File: src/logic/ecs_pkg.sv
`default_nettype none
package ecs_pkg;
	// ==========================================
	// Widths
	localparam int DATA_W = 32;
	localparam int BYTE_W = 8;
	localparam int ADDR_W = 8;
	localparam int IRQ_W  = 3;

	// ==========================================
	// Control byte one bit positions
	localparam int CB_MODE     = 7;
	localparam int CB_CMP_EN   = 6;
	localparam int CB_MAN_OUT  = 5;
	localparam int CB_RD_FALL  = 4;
	localparam int CB_RD_RISE  = 3;
	localparam int CB_PRESET   = 2;
	localparam int CB_MEAS_N   = 1;
	localparam int CB_ZERO_ARM = 0;

	// ==========================================
	// Status byte one bit positions
	localparam int SB_MODE       = 7;
	localparam int SB_RSVD       = 6;
	localparam int SB_OUT        = 5;
	localparam int SB_GATE       = 4;
	localparam int SB_ZERO       = 3;
	localparam int SB_PRE_ACK    = 2;
	localparam int SB_MEAS_DONE  = 1;
	localparam int SB_ZERO_VALID = 0;

	// ==========================================
	// Reset values
	localparam logic [BYTE_W-1:0] CTRL_RST = 8'h00;
	localparam logic [BYTE_W-1:0] STAT_RST = 8'h00;
	localparam logic [DATA_W-1:0] WORD_RST = 32'h00000000;
	localparam logic [IRQ_W-1:0]  IRQ_RST  = 3'h0;

	// ==========================================
	// Controller register indices
	localparam logic [ADDR_W-1:0] REG_CTRL    = 8'h00;
	localparam logic [ADDR_W-1:0] REG_SET     = 8'h01;
	localparam logic [ADDR_W-1:0] REG_RESET   = 8'h02;
	localparam logic [ADDR_W-1:0] REG_STATUS  = 8'h03;
	localparam logic [ADDR_W-1:0] REG_DIN     = 8'h04;
	localparam logic [ADDR_W-1:0] REG_LATCH   = 8'h05;
	localparam logic [ADDR_W-1:0] REG_IRQ_ST  = 8'h06;
	localparam logic [ADDR_W-1:0] REG_IRQ_MSK = 8'h07;

	// ==========================================
	// Interrupt bits
	localparam int IRQ_ZERO = 0;
	localparam int IRQ_MEAS = 1;
	localparam int IRQ_PRE  = 2;

	// ==========================================
	// Exchange cycle timing
	// One exchange per microsecond: 125 clocks of 8 ns
	localparam int CLK_PS     = 8000;
	localparam int CYCLE_US   = 1;
	localparam int CYCLE_CLKS = (CYCLE_US * 1000000) / CLK_PS;
endpackage
`default_nettype wire

File: src/logic/ecs_link_if.sv
`timescale 1ns/1ps
`default_nettype none
// ==========================================
// Process image link between controller and device
interface ecs_link_if;
	logic                              xfer;
	logic [ecs_pkg::BYTE_W-1:0]        control_byte_one;
	logic [ecs_pkg::DATA_W-1:0]        data_set;
	logic [ecs_pkg::DATA_W-1:0]        data_reset;
	logic                              status_valid;
	logic [ecs_pkg::BYTE_W-1:0]        status_byte_one;
	logic [ecs_pkg::DATA_W-1:0]        data_in_main;
	logic [ecs_pkg::DATA_W-1:0]        data_in_latch;

	modport ctrl (
		output xfer,
		output control_byte_one,
		output data_set,
		output data_reset,
		input  status_valid,
		input  status_byte_one,
		input  data_in_main,
		input  data_in_latch
	);

	modport dev (
		input  xfer,
		input  control_byte_one,
		input  data_set,
		input  data_reset,
		output status_valid,
		output status_byte_one,
		output data_in_main,
		output data_in_latch
	);
endinterface
`default_nettype wire

File: src/logic/ecs_device.sv
// Implementation choices: the strobed register port and the address map.
`timescale 1ns/1ps
`default_nettype none
// Operation
// - Control bit 7 low selects process mode
// - Bit 5 sets output when comparator off
// - Bit 4 presents falling edge capture
// - Bit 3 presents rising edge capture
// - Rising bit 2 presets counter from word
// - Bit 1 low enables workpiece measurement
// - Measurement captures counter on both edges
// - Bit 0 arms zero input capture once
// - Later zero pulses ignored until rearmed
// - Controller never mixes bit 0 with 3/4
// - Controller supplies control byte each cycle
// - Device returns eight bit status byte
// - Status bit 7 low acknowledges process mode
// - Status bit 2 acknowledges preset adopted
// - Rearm: clear bit 0, await ack, set
// - Set compare sets, reset compare clears output
module ecs_device (
	input  wire logic                        clock_i,
	input  wire logic                        rst_i,
	ecs_link_if.dev                          link,
	input  wire logic                        gate_pin_i,
	input  wire logic                        zero_pin_i,
	input  wire logic                        count_up_i,
	input  wire logic                        count_down_i,
	output logic                             cmp_out_o,
	output logic [ecs_pkg::DATA_W-1:0]       count_o
);
	// ==========================================
	// Helpers
	// Level changes only once stages two and three agree
	function automatic logic filt(input logic [1:0] s, input logic f);
		filt = (s[0] == s[1]) ? s[0] : f;
	endfunction

	// ==========================================
	// Sampled process output image
	logic [ecs_pkg::BYTE_W-1:0] ctl_r;
	logic [ecs_pkg::DATA_W-1:0] set_val_r;
	logic [ecs_pkg::DATA_W-1:0] rst_val_r;
	logic [1:0]                 xd_r;

	// Image taken only on the exchange strobe
	always_ff @(posedge clock_i) begin
		if (rst_i) begin
			ctl_r     <= ecs_pkg::CTRL_RST;
			set_val_r <= ecs_pkg::WORD_RST;
			rst_val_r <= ecs_pkg::WORD_RST;
		end else if (link.xfer) begin
			ctl_r     <= link.control_byte_one;
			set_val_r <= link.data_set;
			rst_val_r <= link.data_reset;
		end
	end

	// Exchange delay line for the status refresh
	always_ff @(posedge clock_i) begin
		if (rst_i)
			xd_r <= 2'h0;
		else
			xd_r <= {xd_r[0], link.xfer};
	end

	// ==========================================
	// Control decode
	wire proc_mode = ~ctl_r[ecs_pkg::CB_MODE];
	wire cmp_en    = ctl_r[ecs_pkg::CB_CMP_EN];
	wire man_lvl   = ctl_r[ecs_pkg::CB_MAN_OUT];
	wire rd_fall   = ctl_r[ecs_pkg::CB_RD_FALL];
	wire rd_rise   = ctl_r[ecs_pkg::CB_RD_RISE];
	wire meas_en   = ~ctl_r[ecs_pkg::CB_MEAS_N];
	wire zero_arm  = ctl_r[ecs_pkg::CB_ZERO_ARM];
	wire preset_b  = ctl_r[ecs_pkg::CB_PRESET];

	// ==========================================
	// Pin synchronisers
	logic [2:0] gate_sy_r;
	logic [2:0] zero_sy_r;
	logic       gate_flt_r;
	logic       zero_flt_r;
	logic       gate_prev_r;
	logic       zero_prev_r;

	// Three stages; first stage feeds only the second
	always_ff @(posedge clock_i) begin
		if (rst_i) begin
			gate_sy_r   <= 3'h0;
			zero_sy_r   <= 3'h0;
			gate_flt_r  <= 1'b0;
			zero_flt_r  <= 1'b0;
			gate_prev_r <= 1'b0;
			zero_prev_r <= 1'b0;
		end else begin
			gate_sy_r   <= {gate_sy_r[1:0], gate_pin_i};
			zero_sy_r   <= {zero_sy_r[1:0], zero_pin_i};
			gate_flt_r  <= filt(gate_sy_r[2:1], gate_flt_r);
			zero_flt_r  <= filt(zero_sy_r[2:1], zero_flt_r);
			gate_prev_r <= gate_flt_r;
			zero_prev_r <= zero_flt_r;
		end
	end

	wire gate_rise = gate_flt_r & ~gate_prev_r;
	wire gate_fall = ~gate_flt_r & gate_prev_r;
	wire zero_rise = zero_flt_r & ~zero_prev_r;

	// ==========================================
	// Counter and preset
	logic                       pre_prev_r;
	logic                       pre_ack_r;
	logic [ecs_pkg::DATA_W-1:0] count_r;

	// Edge of the preset bit, one cycle wide
	wire preset_go = proc_mode & preset_b & ~pre_prev_r;

	// Preset wins over counting in the same cycle
	always_ff @(posedge clock_i) begin
		if (rst_i) begin
			pre_prev_r <= 1'b0;
			count_r    <= ecs_pkg::WORD_RST;
		end else begin
			pre_prev_r <= preset_b;
			if (preset_go)
				count_r <= set_val_r;
			else if (count_up_i & ~count_down_i)
				count_r <= count_r + 32'h00000001;
			else if (count_down_i & ~count_up_i)
				count_r <= count_r - 32'h00000001;
		end
	end

	// Ack held until the controller drops the preset bit
	always_ff @(posedge clock_i) begin
		if (rst_i)
			pre_ack_r <= 1'b0;
		else if (preset_go)
			pre_ack_r <= 1'b1;
		else if (~preset_b)
			pre_ack_r <= 1'b0;
	end

	// ==========================================
	// Workpiece measurement
	logic [ecs_pkg::DATA_W-1:0] rise_cap_r;
	logic [ecs_pkg::DATA_W-1:0] fall_cap_r;
	logic                       meas_done_r;

	// Rising edge starts, falling edge completes
	always_ff @(posedge clock_i) begin
		if (rst_i) begin
			rise_cap_r  <= ecs_pkg::WORD_RST;
			fall_cap_r  <= ecs_pkg::WORD_RST;
			meas_done_r <= 1'b0;
		end else if (proc_mode & meas_en) begin
			if (gate_rise) begin
				rise_cap_r  <= count_r;
				meas_done_r <= 1'b0;
			end else if (gate_fall) begin
				fall_cap_r  <= count_r;
				meas_done_r <= 1'b1;
			end
		end else if (~meas_en) begin
			meas_done_r <= 1'b0;
		end
	end

	// ==========================================
	// Zero input latch
	logic [ecs_pkg::DATA_W-1:0] zero_cap_r;
	logic                       zero_valid_r;

	// Set needs the arm bit, clear needs it low: never both
	always_ff @(posedge clock_i) begin
		if (rst_i) begin
			zero_cap_r   <= ecs_pkg::WORD_RST;
			zero_valid_r <= 1'b0;
		end else if (~zero_arm) begin
			zero_valid_r <= 1'b0;
		end else if (proc_mode & zero_rise & ~zero_valid_r) begin
			zero_cap_r   <= count_r;
			zero_valid_r <= 1'b1;
		end
	end

	// ==========================================
	// Output stage
	logic out_r;

	// Register mode freezes the output at its last level
	always_ff @(posedge clock_i) begin
		if (rst_i)
			out_r <= 1'b0;
		else if (proc_mode) begin
			if (cmp_en) begin
				if (count_r == set_val_r)
					out_r <= 1'b1;
				else if (count_r == rst_val_r)
					out_r <= 1'b0;
			end else
				out_r <= man_lvl;
		end
	end

	// ==========================================
	// Process input image
	logic [ecs_pkg::BYTE_W-1:0] status_r;
	logic [ecs_pkg::DATA_W-1:0] din_r;
	logic [ecs_pkg::DATA_W-1:0] latch_r;
	logic                       stat_vld_r;
	logic [ecs_pkg::BYTE_W-1:0] stat_nxt;
	logic [ecs_pkg::DATA_W-1:0] din_nxt;

	// Status byte layout
	assign stat_nxt[ecs_pkg::SB_MODE]       = ctl_r[ecs_pkg::CB_MODE];
	assign stat_nxt[ecs_pkg::SB_RSVD]       = 1'b0;
	assign stat_nxt[ecs_pkg::SB_OUT]        = out_r;
	assign stat_nxt[ecs_pkg::SB_GATE]       = gate_flt_r;
	assign stat_nxt[ecs_pkg::SB_ZERO]       = zero_flt_r;
	assign stat_nxt[ecs_pkg::SB_PRE_ACK]    = pre_ack_r;
	assign stat_nxt[ecs_pkg::SB_MEAS_DONE]  = meas_done_r;
	assign stat_nxt[ecs_pkg::SB_ZERO_VALID] = zero_valid_r;

	// Rising capture selected before falling if both asked
	assign din_nxt = rd_rise ? rise_cap_r :
			 rd_fall ? fall_cap_r :
			 count_r;

	// Two cycles after the strobe so acks track the new byte
	always_ff @(posedge clock_i) begin
		if (rst_i) begin
			status_r   <= ecs_pkg::STAT_RST;
			din_r      <= ecs_pkg::WORD_RST;
			latch_r    <= ecs_pkg::WORD_RST;
			stat_vld_r <= 1'b0;
		end else begin
			stat_vld_r <= xd_r[1];
			if (xd_r[1]) begin
				status_r <= stat_nxt;
				if (proc_mode) begin
					din_r   <= din_nxt;
					latch_r <= zero_cap_r;
				end
			end
		end
	end

	assign link.status_byte_one = status_r;
	assign link.data_in_main    = din_r;
	assign link.data_in_latch   = latch_r;
	assign link.status_valid    = stat_vld_r;
	assign cmp_out_o            = out_r;
	assign count_o              = count_r;
endmodule
`default_nettype wire

File: src/flat_wrapper.sv
// flat-port wrapper written by rule: the top's interface ports become plain ports
module ecs_device_flat 
  (clock_i, rst_i, gate_pin_i, zero_pin_i, count_up_i, count_down_i, cmp_out_o, count_o, link_xfer, link_control_byte_one, link_data_set, link_data_reset, link_status_valid, link_status_byte_one, link_data_in_main, link_data_in_latch);
  ecs_link_if link_i ();
  input  wire logic clock_i;
  input  wire logic rst_i;
  input  wire logic gate_pin_i;
  input  wire logic zero_pin_i;
  input  wire logic count_up_i;
  input  wire logic count_down_i;
  output logic cmp_out_o;
  output logic [ecs_pkg::DATA_W-1:0] count_o;
  input wire logic [$bits(link_i.xfer)-1:0] link_xfer;
  input wire logic [$bits(link_i.control_byte_one)-1:0] link_control_byte_one;
  input wire logic [$bits(link_i.data_set)-1:0] link_data_set;
  input wire logic [$bits(link_i.data_reset)-1:0] link_data_reset;
  output wire logic [$bits(link_i.status_valid)-1:0] link_status_valid;
  output wire logic [$bits(link_i.status_byte_one)-1:0] link_status_byte_one;
  output wire logic [$bits(link_i.data_in_main)-1:0] link_data_in_main;
  output wire logic [$bits(link_i.data_in_latch)-1:0] link_data_in_latch;
  assign link_i.xfer = link_xfer;
  assign link_i.control_byte_one = link_control_byte_one;
  assign link_i.data_set = link_data_set;
  assign link_i.data_reset = link_data_reset;
  assign link_status_valid = link_i.status_valid;
  assign link_status_byte_one = link_i.status_byte_one;
  assign link_data_in_main = link_i.data_in_main;
  assign link_data_in_latch = link_i.data_in_latch;
  ecs_device u_core (.clock_i(clock_i), .rst_i(rst_i), .link(link_i), .gate_pin_i(gate_pin_i), .zero_pin_i(zero_pin_i), .count_up_i(count_up_i), .count_down_i(count_down_i), .cmp_out_o(cmp_out_o), .count_o(count_o));
endmodule
File: config.mk
export PLATFORM = sky130hd
export DESIGN_NAME = ecs_device_flat
export DESIGN_NICKNAME = d
export VERILOG_FILES = /design/src/logic/ecs_pkg.sv /design/src/logic/ecs_link_if.sv /design/src/logic/ecs_device.sv /design/src/flat_wrapper.sv
export SDC_FILE = /design/constraint.sdc
export NUM_CORES = 1
export LEC_CHECK = 0
export BUFFER_PORTS_ARGS = -buffer_cell sky130_fd_sc_hd__buf_4
export CAP_MARGIN = 20
export CORE_MARGIN = 2
export CORE_UTILIZATION = 62
export CTS_CLUSTER_DIAMETER = 30
export CTS_CLUSTER_SIZE = 14
export DETAILED_ROUTE_END_ITERATION = 6
export PLACE_DENSITY = 0.85
export SETUP_SLACK_MARGIN = 0.4
export SLEW_MARGIN = 25
export SYNTH_ARGS = -nofsm -noshare
export SYNTH_HDL_FRONTEND = slang
export SYNTH_SLANG_ARGS = --single-unit
File: constraint.sdc
create_clock -name clock_i -period 7.33 [get_ports clock_i]
set_input_delay 2.199 -clock clock_i [delete_from_list [all_inputs] [get_ports clock_i]]
set_output_delay 2.199 -clock clock_i [all_outputs]
set_load 0.005 [all_outputs]
==> impl_metrics.ini, run 1 <==
[logic_synthesis]
yosys-mux-area-fraction_pct = 8.55
synthesis.area_per_instance_um2 = 8.59
library_cell_with_the_largest_summed_area_after_synthesis = sky130_fd_sc_hd__dfxtp_1
syn-instance-count = 1553
synth_simple_gate_area_share_pct = 16.6
synth_area_mm2 = 0.0133
synth_seq_area_share_pct = 43.4
ys_async_sr_fraction_pct = 0
yosys_most_used_dff = sky130_fd_sc_hd__dfxtp_1
flip_flop_and_latch_count_after_synthesis = 289
synth.yosys.warnings = 0
synthesis.nets = 1667
synth_enable_flop_cells = 0
yosysMostFrequentCell = sky130_fd_sc_hd__dfxtp_1
synth_commonest_cells = 289 x sky130_fd_sc_hd__dfxtp_1, 275 x sky130_fd_sc_hd__nand2_1, 154 x sky130_fd_sc_hd__a21oi_1, 124 x sky130_fd_sc_hd__nor2_1, 117 x sky130_fd_sc_hd__clkbuf_1
dominant_combinational_cell_family_by_area_after_synthesis = compound AO/OA/AOI/OAI gates
post_synth_fa_ha_maj_area_fraction_pct = 3.34
post_synth_xor_area_fraction_pct = 5.25
yosys.area.top_type_share_pct = 43.4
synth_compound_area_share_pct = 18.4
synth_area_leaders = sky130_fd_sc_hd__dfxtp_1 43%, sky130_fd_sc_hd__mux2i_1 8.6%, sky130_fd_sc_hd__nand2_1 7.7%, sky130_fd_sc_hd__a21oi_1 5.8%, sky130_fd_sc_hd__a22o_1 4.2%
synthDistinctLibCells = 66

[timing]
drv_slew = 0
final-hold-violation-count = 0
finalCriticalPeriod_ns = 4.66
worst-slew-pin-transition_ns = 1.08
tns_ns = 0
max_clock_freq_ghz = 0.215
fin_crit_sh_pct = 63.6
rsz0062_at_grt = false
timing.clock.skew_ns = 0.0286
setup_viol = 0
setup_slack_ns = 2.67
relSlewSlack_pct = 28.0

[routing]
via_per_inst = 6.11
initialDrtViolationCount = 1199
wl_per_cell_um = 20.9
top_layer = met4
route.layer.met1.wl_um = 17000
met2RoutedLength_um = 19100
remaining_drc_errors = 0
drt_first_pass_iters = 6
drt-total-wl_um = 41700
wl_met3_um = 3400
vias = 12225
detail-route-antenna-nets = 0

[place]
gp_routability_congestion = 0.943
port_buf_inserts = 183
post-place-ws_ns = 2.14
place.detailed.hpwl_um = 26600

[setup_path]
critical-path-slowest-cell = sky130_fd_sc_hd__ha_1
worst-r2r-setup-slack_ns = 4.02
start_kind = input pin
critPathMaxStageDelay_ns = 0.50
data_arrival_time_of_the_worst_path_ns = 5.09
timing.critical_path.cells = buf_4 -> inv_1 -> ha_2 -> inv_1 -> buf_4 -> ha_1 -> nand4_1 -> or3_1 -> a2111o_1 -> a31oi_4 -> o2111ai_2 -> a21o_1 -> and3_1
cp.required_ns = 7.76
timing.critical_path.max_delay_family = compound AO/OA/AOI/OAI gates
worstPathBufferInverterCount = 4
worst_setup_path_end_kind = flip-flop
critical_path_class = in2reg
critPathMaxFanout = 33

[clock_network]
cts_inserted_buffers = 52
cts_setup_buffers = 0
clk_pin_slew_worst_paths_ns = 0.05
buffer_depth_of_the_longest_clock_path = 3
postCtsResizedCells = 0
ctsRootBufferMaster = sky130_fd_sc_hd__clkbuf_16
cts_max_level = 2
holdBufCountCts = 0
cts_tree = built
cts_num_sinks = 289
clock_insertion_delay_worst_skew_ns = 0.55

[finish]
layout.filler_cells = 1371
post_route_cells_drive_above_1_share_pct = 18.8
antenna_diode_count = 0
synthToLayoutAreaGrowth_pct = 25.4
final_nets = 1795
final_util_pct = 79.3

[pwr]
power_density_mw_per_mm2 = 348
switching_share_of_total_power_pct = 30.3
cellInternalPower_mw = 4.06
switching_power_mw = 1.76
peak_ir_drop_on_the_vdd_network_v = 0.000240
sequentialPowerShare_pct = 32.5
power_frac_clock_pct = 46.4
cell_leakage_power_nw = 7.03
pwr-share-comb_pct = 21.1

[hold_path]
min_path_type = reg2reg

[global_route]
maximum_number_of_pins_on_one_net_before_global_route_repair = 105
grt_antenna_before_repair = 0
global_route_wire_length_before_repair_um = 64000
number_of_global_route_vias_before_repair = 11585
globalRoute.totalOverflow = 0
total_track_usage_pct = 36.4

[floorplan]
die_width_um = 151
fp.coreArea_mm2 = 0.0211
floorplan.rows = 53
die_area_mm2 = 0.0227
boundaryPins = 185
die_h_um = 151
floorplan.initialDensity_pct = 63.3

[run_status]
run_status = finished, final reports clean

[flow_run]
max_cap_viol_count = 0
[final timing paths]
check,cells past startpoint,from,end
setup / recovery,13,count_down_i,u_core.count_o[22]
hold / removal,1,u_core.xd_r[0],u_core.xd_r[1]
setup reg to reg,10,u_core.count_o[0],u_core.count_o[22]
hold reg to reg,1,u_core.xd_r[0],u_core.xd_r[1]
[flip-flops by register name, indices dropped and copies added (netlist names), 2 cells and up]
name and count:
u_core.gate_sy_r 3, u_core.rst_val_r 32, u_core.link.status_byte_one 7, u_core.count_o 32
u_core.ctl_r 8, u_core.zero_cap_r 32, u_core.xd_r 2, u_core.link.data_in_main 32
u_core.link.data_in_latch 32, u_core.rise_cap_r 32, u_core.set_val_r 32, u_core.zero_sy_r 3
u_core.fall_cap_r 32
[layout make-up]
type                            count  area, um^2  area share, %
Clock buffer                       68        1500           8.99
Clock inverter                     30         505           3.02
Inverter                           13        48.8          0.292
Multi-Input combinational cell   1119        6990           41.8
Sequential cell                   289        5790           34.6
Tap cell                          275         344           2.06
Timing Repair Buffer              206        1550           9.29
[cells in the final DEF (no fill, tap or decap), drive strengths merged, types with 9 or more instances in the layout]
cell type and n:
clkbuf 68, nor3 9, ha 34, a211oi 22
nand3 20, bufinv 12, o21ai 59, or3 13
nand4 15, xnor2 37, nor2b 14, a22o 64
xor2 43, buf 206, nand2 275, nor2 124
a21o 19, mux2i 114, dfxtp 289, clkinv 11
inv 16, nor4 13, a21oi 154
[metrics by stage]
stage          power (mW)  instances  cell area (um^2)  hold WS, ns
5_1_grt              6.01       2000             16700        0.463
3_5_place_dp         3.09       1902             14700        0.423
2_1_floorplan        2.66       1553             13300        0.414
3_3_place_gp         3.08       1901             14700        0.416
6_report             5.82       2000             16700        0.440
4_1_cts              5.79       2000             16700        0.441
[kinds of logic (layout without fill, tap and decap cells)]
family,count (synthesis),in the layout
xor gates and xnor gates,80,80
DFF,289,289
and+or+nand+nor,513,513
muxes,114,114
other,1,1
buffers and inverters,145,317
adders and majority gates,35,35
AOI/OAI and AO/OA,376,376
[power by group through the flow]
stage	combinational [mW]	sequential, mW	clock (mW)
global placement	1.18	1.90	0
detailed placement	1.19	1.90	0
CTS	1.20	1.88	2.71
finish	1.23	1.89	2.70
floorplan	0.923	1.74	0
global route	1.34	1.89	2.79
[routing by layer]
metal / track usage (%) / vias up
met3: 5.52 / 116
li1: - / 5676
met4: 19.3 / 0
met2: 57.5 / 660
met1: 48.3 / 5773
met5: 0 / -
Power figures use the tool's default switching activity.
==> inputs of run 2 (changes only) <==
--- a/config.mk
+++ b/config.mk
@@ -8,11 +8,11 @@
 export BUFFER_PORTS_ARGS = -buffer_cell sky130_fd_sc_hd__buf_4
 export CAP_MARGIN = 20
 export CORE_MARGIN = 2
-export CORE_UTILIZATION = 62
+export CORE_UTILIZATION = 52
 export CTS_CLUSTER_DIAMETER = 30
 export CTS_CLUSTER_SIZE = 14
 export DETAILED_ROUTE_END_ITERATION = 6
-export PLACE_DENSITY = 0.85
+export PLACE_DENSITY = 0.76
 export SETUP_SLACK_MARGIN = 0.4
 export SLEW_MARGIN = 25
 export SYNTH_ARGS = -nofsm -noshare
==> constraint.sdc (replaced) <==
create_clock -name clock_i -period 4 [get_ports clock_i]
set_input_delay 1.2 -clock clock_i [delete_from_list [all_inputs] [get_ports clock_i]]
set_output_delay 1.2 -clock clock_i [all_outputs]
set_load 0.005 [all_outputs]
==> run 2 against run 1 <==
Utilization is 11 points lower. Clock skew is 0.012 ns higher. Largest cell class unchanged. Power is 85% higher. First-iteration DRC count is 9.1% lower. Wire length is 2.2% higher. Sequential cell count stayed put. Combinational power is 120% higher. Highest routed layer unchanged. Die area is 19% higher. Non-clock buffer count is 49 higher. Register-to-register slack worse by 3.1 ns. Critical path depth stayed put.
==> impl_metrics.ini, run 2 (synthesis gave the netlist of run 1 again) <==
[place]
dp.cells = 2006
port_buf_inserts = 183
post-place-ws_ns = 0.0213
dpl-instance-area_mm2 = 0.0152
place.detailed.hpwl_um = 29000
gp_routability_congestion = 0.894

[clock_network]
holdBufCountCts = 0
cts_num_sinks = 289
ctsRootBufferMaster = sky130_fd_sc_hd__clkbuf_16
buffer_depth_of_the_longest_clock_path = 3
cts_inserted_buffers = 57
cts_tree = built
cts_setup_buffers = 0
clk_pin_slew_worst_paths_ns = 0.05
clock_insertion_delay_worst_skew_ns = 0.58
cts_max_level = 2
postCtsResizedCells = 0

[finish]
seqCellArea_mm2 = 0.00579
post_route_cells_drive_above_1_share_pct = 21.5
final_nets = 1849
layout.filler_cells = 1993
mostFrequentLayoutCells = 288 x sky130_fd_sc_hd__dfxtp_1, 275 x sky130_fd_sc_hd__nand2_1, 252 x sky130_fd_sc_hd__buf_4
combined_area_of_the_multi_input_logic_cells_mm2 = 0.00703
synthToLayoutAreaGrowth_pct = 29.3
final_cell_area_mm2 = 0.0172
fin_cells = 2110
layout_commonest_cell = sky130_fd_sc_hd__dfxtp_1
antenna_diode_count = 0
final_util_pct = 68.5

[routing]
vias = 12013
initialDrtViolationCount = 1090
drt_first_pass_iters = 5
wl_per_cell_um = 20.2
via_per_inst = 5.69
remaining_drc_errors = 0
drt-total-wl_um = 42700
detail-route-antenna-nets = 0

[pwr]
cell_leakage_power_nw = 7.24
peak_ir_drop_on_the_vdd_network_v = 0.000446
fin_total_pwr_mw = 10.8
power_density_mw_per_mm2 = 626

[timing]
timing.clock.skew_ns = 0.0404
drv_slew = 0
fin_hold_ws_ns = 0.437
tns_ns = 0
relSlewSlack_pct = 49.4
finalCriticalPeriod_ns = 3.45
fin_crit_sh_pct = 86.1
max_clock_freq_ghz = 0.290
setup_slack_ns = 0.555
final-hold-violation-count = 0
worst-slew-pin-transition_ns = 0.758
rsz0062_at_grt = false
setup_viol = 0

[global_route]
total_track_usage_pct = 31.0
global_route_wire_length_before_repair_um = 64400
globalRoute.totalOverflow = 0
grt_antenna_before_repair = 0
maximum_number_of_pins_on_one_net_before_global_route_repair = 82
number_of_global_route_vias_before_repair = 11394

[setup_path]
critPathMaxStageDelay_ns = 0.39
worst_reg_to_reg_cells = 10
timing.critical_path.cells = buf_4 -> inv_12 -> ha_4 -> clkinvlp_4 -> buf_12 -> ha_1 -> and2b_2 -> o2111ai_2 -> a211o_1 -> a211o_1 -> nand3b_1 -> or3b_1 -> a211oi_2
critPathMaxFanout = 33
start_kind = input pin
critical_path_class = in2reg
timing.rr.start = u_core.count_o[0]
critical-path-slowest-cell = sky130_fd_sc_hd__a211o_1
cp.required_ns = 4.46
data_arrival_time_of_the_worst_path_ns = 3.90
regToRegEndpoint = u_core.count_o[24]
worst-r2r-setup-slack_ns = 0.97
setup.worst_path.start = count_down_i
timing.critical_path.mode_cell = sky130_fd_sc_hd__a211o_1
worst_setup_path_end_kind = flip-flop
critical_path.endpoint = u_core.count_o[24]

[run_status]
run_status = finished, final reports clean

[floorplan]
floorplan.initialDensity_pct = 53.0
fp.coreArea_mm2 = 0.0252
floorplan.rows = 58
die_width_um = 164
die_h_um = 164
boundaryPins = 185
die_area_mm2 = 0.0269

[flow_run]
max_cap_viol_count = 0

[hold_path]
min_path_type = reg2reg
hold_path_depth = 1
run 2: changes by cell type in the layout (fill, tap and decap cells not counted), sizes merged:
| cell | before | now |
|---|---|---|
| clkbuf | 68 | 70 |
| buf | 206 | 255 |
| inv | 16 | 17 |
| bufinv | 12 | 6 |
| clkinvlp | 4 | 13 |
run 2: area by class of cell:
cell class / instances / share of cell area (%)
Multi-Input combinational cell: 1119 / 40.8
Clock buffer: 70 / 9.09
Clock inverter: 34 / 2.50
Timing Repair Buffer: 255 / 11.3
Tap cell: 330 / 2.39
Inverter: 13 / 0.377
Sequential cell: 289 / 33.6
run 2: critical path, delay by kind of cell:
family | cells | cell delay, ns
AOI/OAI and AO/OA | 4 | 1.10
buffers and inverters | 4 | 0.47
and+or+nand+nor | 3 | 0.63
adders and majority gates | 2 | 0.49
run 2: per-layer routing:
| metal | up-vias | wire [um] | global-route usage (%) |
|---|---|---|---|
| met2 | 460 | 19200 | 49.1 |
| met1 | 5675 | 18900 | 41.7 |
| met5 | - | 0 | 0 |
| met4 | 0 | 1680 | 12.8 |
| met3 | 99 | 2870 | 5.45 |
| li1 | 5779 | - | - |
run 2: worst min path at each step:
stage | from | endpoint | slack (ns)
2_1_floorplan | u_core.gate_sy_r[0] | u_core.gate_sy_r[1] | 0.41
3_3_place_gp | u_core.xd_r[0] | u_core.xd_r[1] | 0.42
3_5_place_dp | u_core.xd_r[0] | u_core.xd_r[1] | 0.43
4_1_cts | u_core.xd_r[0] | u_core.xd_r[1] | 0.44
5_1_grt | u_core.gate_sy_r[0] | u_core.gate_sy_r[1] | 0.46
6_report | u_core.xd_r[0] | u_core.xd_r[1] | 0.44
run 2: power by group:
group / internal (mW) / total (mW) / switching (mW)
registers: 3.03 / 3.28 / 0.252
logic: 1.15 / 2.68 / 1.53
clock network: 3.19 / 4.82 / 1.64
==> inputs of run 3 (changes only) <==
--- a/config.mk
+++ b/config.mk
@@ -8,11 +8,12 @@
 export BUFFER_PORTS_ARGS = -buffer_cell sky130_fd_sc_hd__buf_4
 export CAP_MARGIN = 20
 export CORE_MARGIN = 2
-export CORE_UTILIZATION = 52
+export CORE_UTILIZATION = 60
+export CTS_BUF_LIST = sky130_fd_sc_hd__clkbuf_2 sky130_fd_sc_hd__clkbuf_4 sky130_fd_sc_hd__clkbuf_8
 export CTS_CLUSTER_DIAMETER = 30
 export CTS_CLUSTER_SIZE = 14
 export DETAILED_ROUTE_END_ITERATION = 6
-export PLACE_DENSITY = 0.76
+export PLACE_DENSITY = 0.88
 export SETUP_SLACK_MARGIN = 0.4
 export SLEW_MARGIN = 25
 export SYNTH_ARGS = -nofsm -noshare
==> constraint.sdc (replaced) <==
create_clock -name clock_i -period 3.5 [get_ports clock_i]
set_input_delay 1.05 -clock clock_i [delete_from_list [all_inputs] [get_ports clock_i]]
set_output_delay 1.05 -clock clock_i [all_outputs]
set_load 0.005 [all_outputs]
==> run 3 against run 2 <==
Via count grew 5.5%. Largest cell class unchanged. Clock power down 24%. Die area shrank 13%.
==> impl_metrics.ini, run 3 (synthesis gave the netlist of run 1 again) <==
[floorplan]
boundaryPins = 185
die_h_um = 153
floorplan.initialDensity_pct = 61.1
fp.coreArea_mm2 = 0.0218
floorplan.rows = 54
die_area_mm2 = 0.0234
die_width_um = 153

[timing]
final-hold-violation-count = 0
rsz0062_at_grt = true
setup_viol = 0
drv_slew = 0
relSlewSlack_pct = 27.5
max_clock_freq_ghz = 0.315
worst-slew-pin-transition_ns = 1.09
finalCriticalPeriod_ns = 3.17
tns_ns = 0
timing.clock.skew_ns = 0.0188
fin_hold_ws_ns = 0.434
fin_crit_sh_pct = 90.6

[routing]
vias = 12668
initialDrtViolationCount = 1068
via_per_inst = 5.99
drt-total-wl_um = 43500
drt_first_pass_iters = 7
remaining_drc_errors = 0
wl_per_cell_um = 20.6
detail-route-antenna-nets = 0

[pwr]
switching_power_mw = 3.69
sequentialPowerShare_pct = 34.5
power_frac_clock_pct = 33.3
peak_ir_drop_on_the_vdd_network_v = 0.000574
pwr-share-comb_pct = 32.2
cellInternalPower_mw = 7.22
switching_share_of_total_power_pct = 33.8
power_density_mw_per_mm2 = 638
fin_total_pwr_mw = 10.9
cell_leakage_power_nw = 7.23

[finish]
synthToLayoutAreaGrowth_pct = 28.2
final_nets = 1907
layout_commonest_cell = sky130_fd_sc_hd__buf_4
final_cell_area_mm2 = 0.0171
mostFrequentLayoutCells = 318 x sky130_fd_sc_hd__buf_4, 288 x sky130_fd_sc_hd__dfxtp_1, 275 x sky130_fd_sc_hd__nand2_1
post_route_cells_drive_above_1_share_pct = 25.6

[setup_path]
start_kind = input pin
critPathMaxFanout = 23
critical_path_class = in2reg
worst-r2r-setup-slack_ns = 0.46
worst_reg_to_reg_cells = 7
regToRegEndpoint = u_core.cmp_out_o
worst_setup_path_end_kind = flip-flop
data_arrival_time_of_the_worst_path_ns = 3.66
timing.rr.start = u_core.count_o[29]
cp.required_ns = 3.99

[place]
port_buf_inserts = 183
gp_routability_congestion = 1.03
place.detailed.hpwl_um = 29700
dpl-instance-area_mm2 = 0.0157

[clock_network]
cts_max_level = 2
cts_tree = built
buffer_depth_of_the_longest_clock_path = 3
clk_pin_slew_worst_paths_ns = 0.07
ctsRootBufferMaster = sky130_fd_sc_hd__clkbuf_8
clock_insertion_delay_worst_skew_ns = 0.58
cts_num_sinks = 289
cts_inserted_buffers = 48
holdBufCountCts = 0

[global_route]
maximum_number_of_pins_on_one_net_before_global_route_repair = 75
number_of_global_route_vias_before_repair = 12226
total_track_usage_pct = 35.9
grt_antenna_before_repair = 0
globalRoute.totalOverflow = 0
global_route_wire_length_before_repair_um = 66900

[hold_path]
hold_path_depth = 1
min_from = u_core.zero_sy_r[0]
min_path_type = reg2reg
hold_end = u_core.zero_sy_r[1]

[flow_run]
max_cap_viol_count = 0

[run_status]
run_status = finished, final reports clean
-- run 3: cell count changes in the layout (fill, tap and decap cells not counted), sizes merged --
cell / change
buf: +67
diode: +1
clkinvlp: -2
bufinv: +3
clkbuf: -14
clkinv: -1
-- run 3: power by group through the flow --
stage	Sequential, mW	Clock [mW]	Combinational [mW]
2_1_floorplan	3.64	0	1.95
3_3_place_gp	3.80	0	3.22
3_5_place_dp	3.80	0	3.26
4_1_cts	3.74	3.66	3.34
5_1_grt	3.76	3.82	3.74
6_report	3.76	3.64	3.52
-- run 3: area by class of cell --
cell class / instances / area (um^2)
Multi-Input combinational cell: 1119 / 7240
Clock inverter: 34 / 468
Timing Repair Buffer: 322 / 2460
Antenna cell: 1 / 2.50
Inverter: 13 / 65.1
Fill cell: 1470 / 4720
Tap cell: 280 / 350
Clock buffer: 56 / 733
Sequential cell: 289 / 5790
-- run 3: worst max path at each step --
| stage | start | end | slack, ns | cells past startpoint |
|---|---|---|---|---|
| after floorplan | count_down_i | u_core.count_o[31] | -0.32 | 11 |
| after global placement | count_down_i | u_core.count_o[31] | -0.24 | 13 |
| after detailed placement | count_down_i | u_core.count_o[31] | -0.28 | 13 |
| after CTS | count_down_i | u_core.count_o[31] | 0.35 | 13 |
| after global routing | count_down_i | u_core.count_o[31] | 0.25 | 13 |
| final | count_down_i | u_core.count_o[24] | 0.33 | 13 |
-- run 3: metal layers --
| metal | global-route usage [%] | wire [um] | up-vias |
|---|---|---|---|
| met1 | 45.0 | 16900 | 5927 |
| met4 | 20.5 | 2630 | 0 |
| met5 | 0 | 0 | - |
| li1 | - | - | 5900 |
| met3 | 7.60 | 4110 | 159 |
| met2 | 57.6 | 19900 | 682 |
-- run 3: repair_timing --
item | in CTS | in global routing
gates resized for setup | 11 | 24
buffers inserted | 0 | 2
endpoints found under the setup margin | 11 | 16
pin swaps | 4 | 7
-- run 3: through the flow --
| stage | setup WS (ns) | util (%) | cells |
|---|---|---|---|
| 5_1_grt | 0.252 | 78.4 | 2113 |
| 3_5_place_dp | -0.278 | 71.9 | 2021 |
| 6_report | 0.327 | 78.4 | 2114 |
| 3_3_place_gp | -0.240 | 71.8 | 2021 |
| 2_1_floorplan | -0.322 | - | 1553 |
| 4_1_cts | 0.348 | 77.8 | 2111 |
-- run 3: worst max-delay path, cell delays in order --
cell and delay (ns):
sky130_fd_sc_hd__buf_4 0.14, sky130_fd_sc_hd__inv_12 0.05, sky130_fd_sc_hd__ha_4 0.16, sky130_fd_sc_hd__clkinvlp_4 0.10, sky130_fd_sc_hd__buf_12 0.18, sky130_fd_sc_hd__buf_4 0.22, sky130_fd_sc_hd__ha_4 0.31, sky130_fd_sc_hd__nand4_1 0.13
sky130_fd_sc_hd__or3_4 0.40, sky130_fd_sc_hd__a211o_1 0.29, sky130_fd_sc_hd__nand3b_1 0.09, sky130_fd_sc_hd__or3b_1 0.36, sky130_fd_sc_hd__a211oi_2 0.19
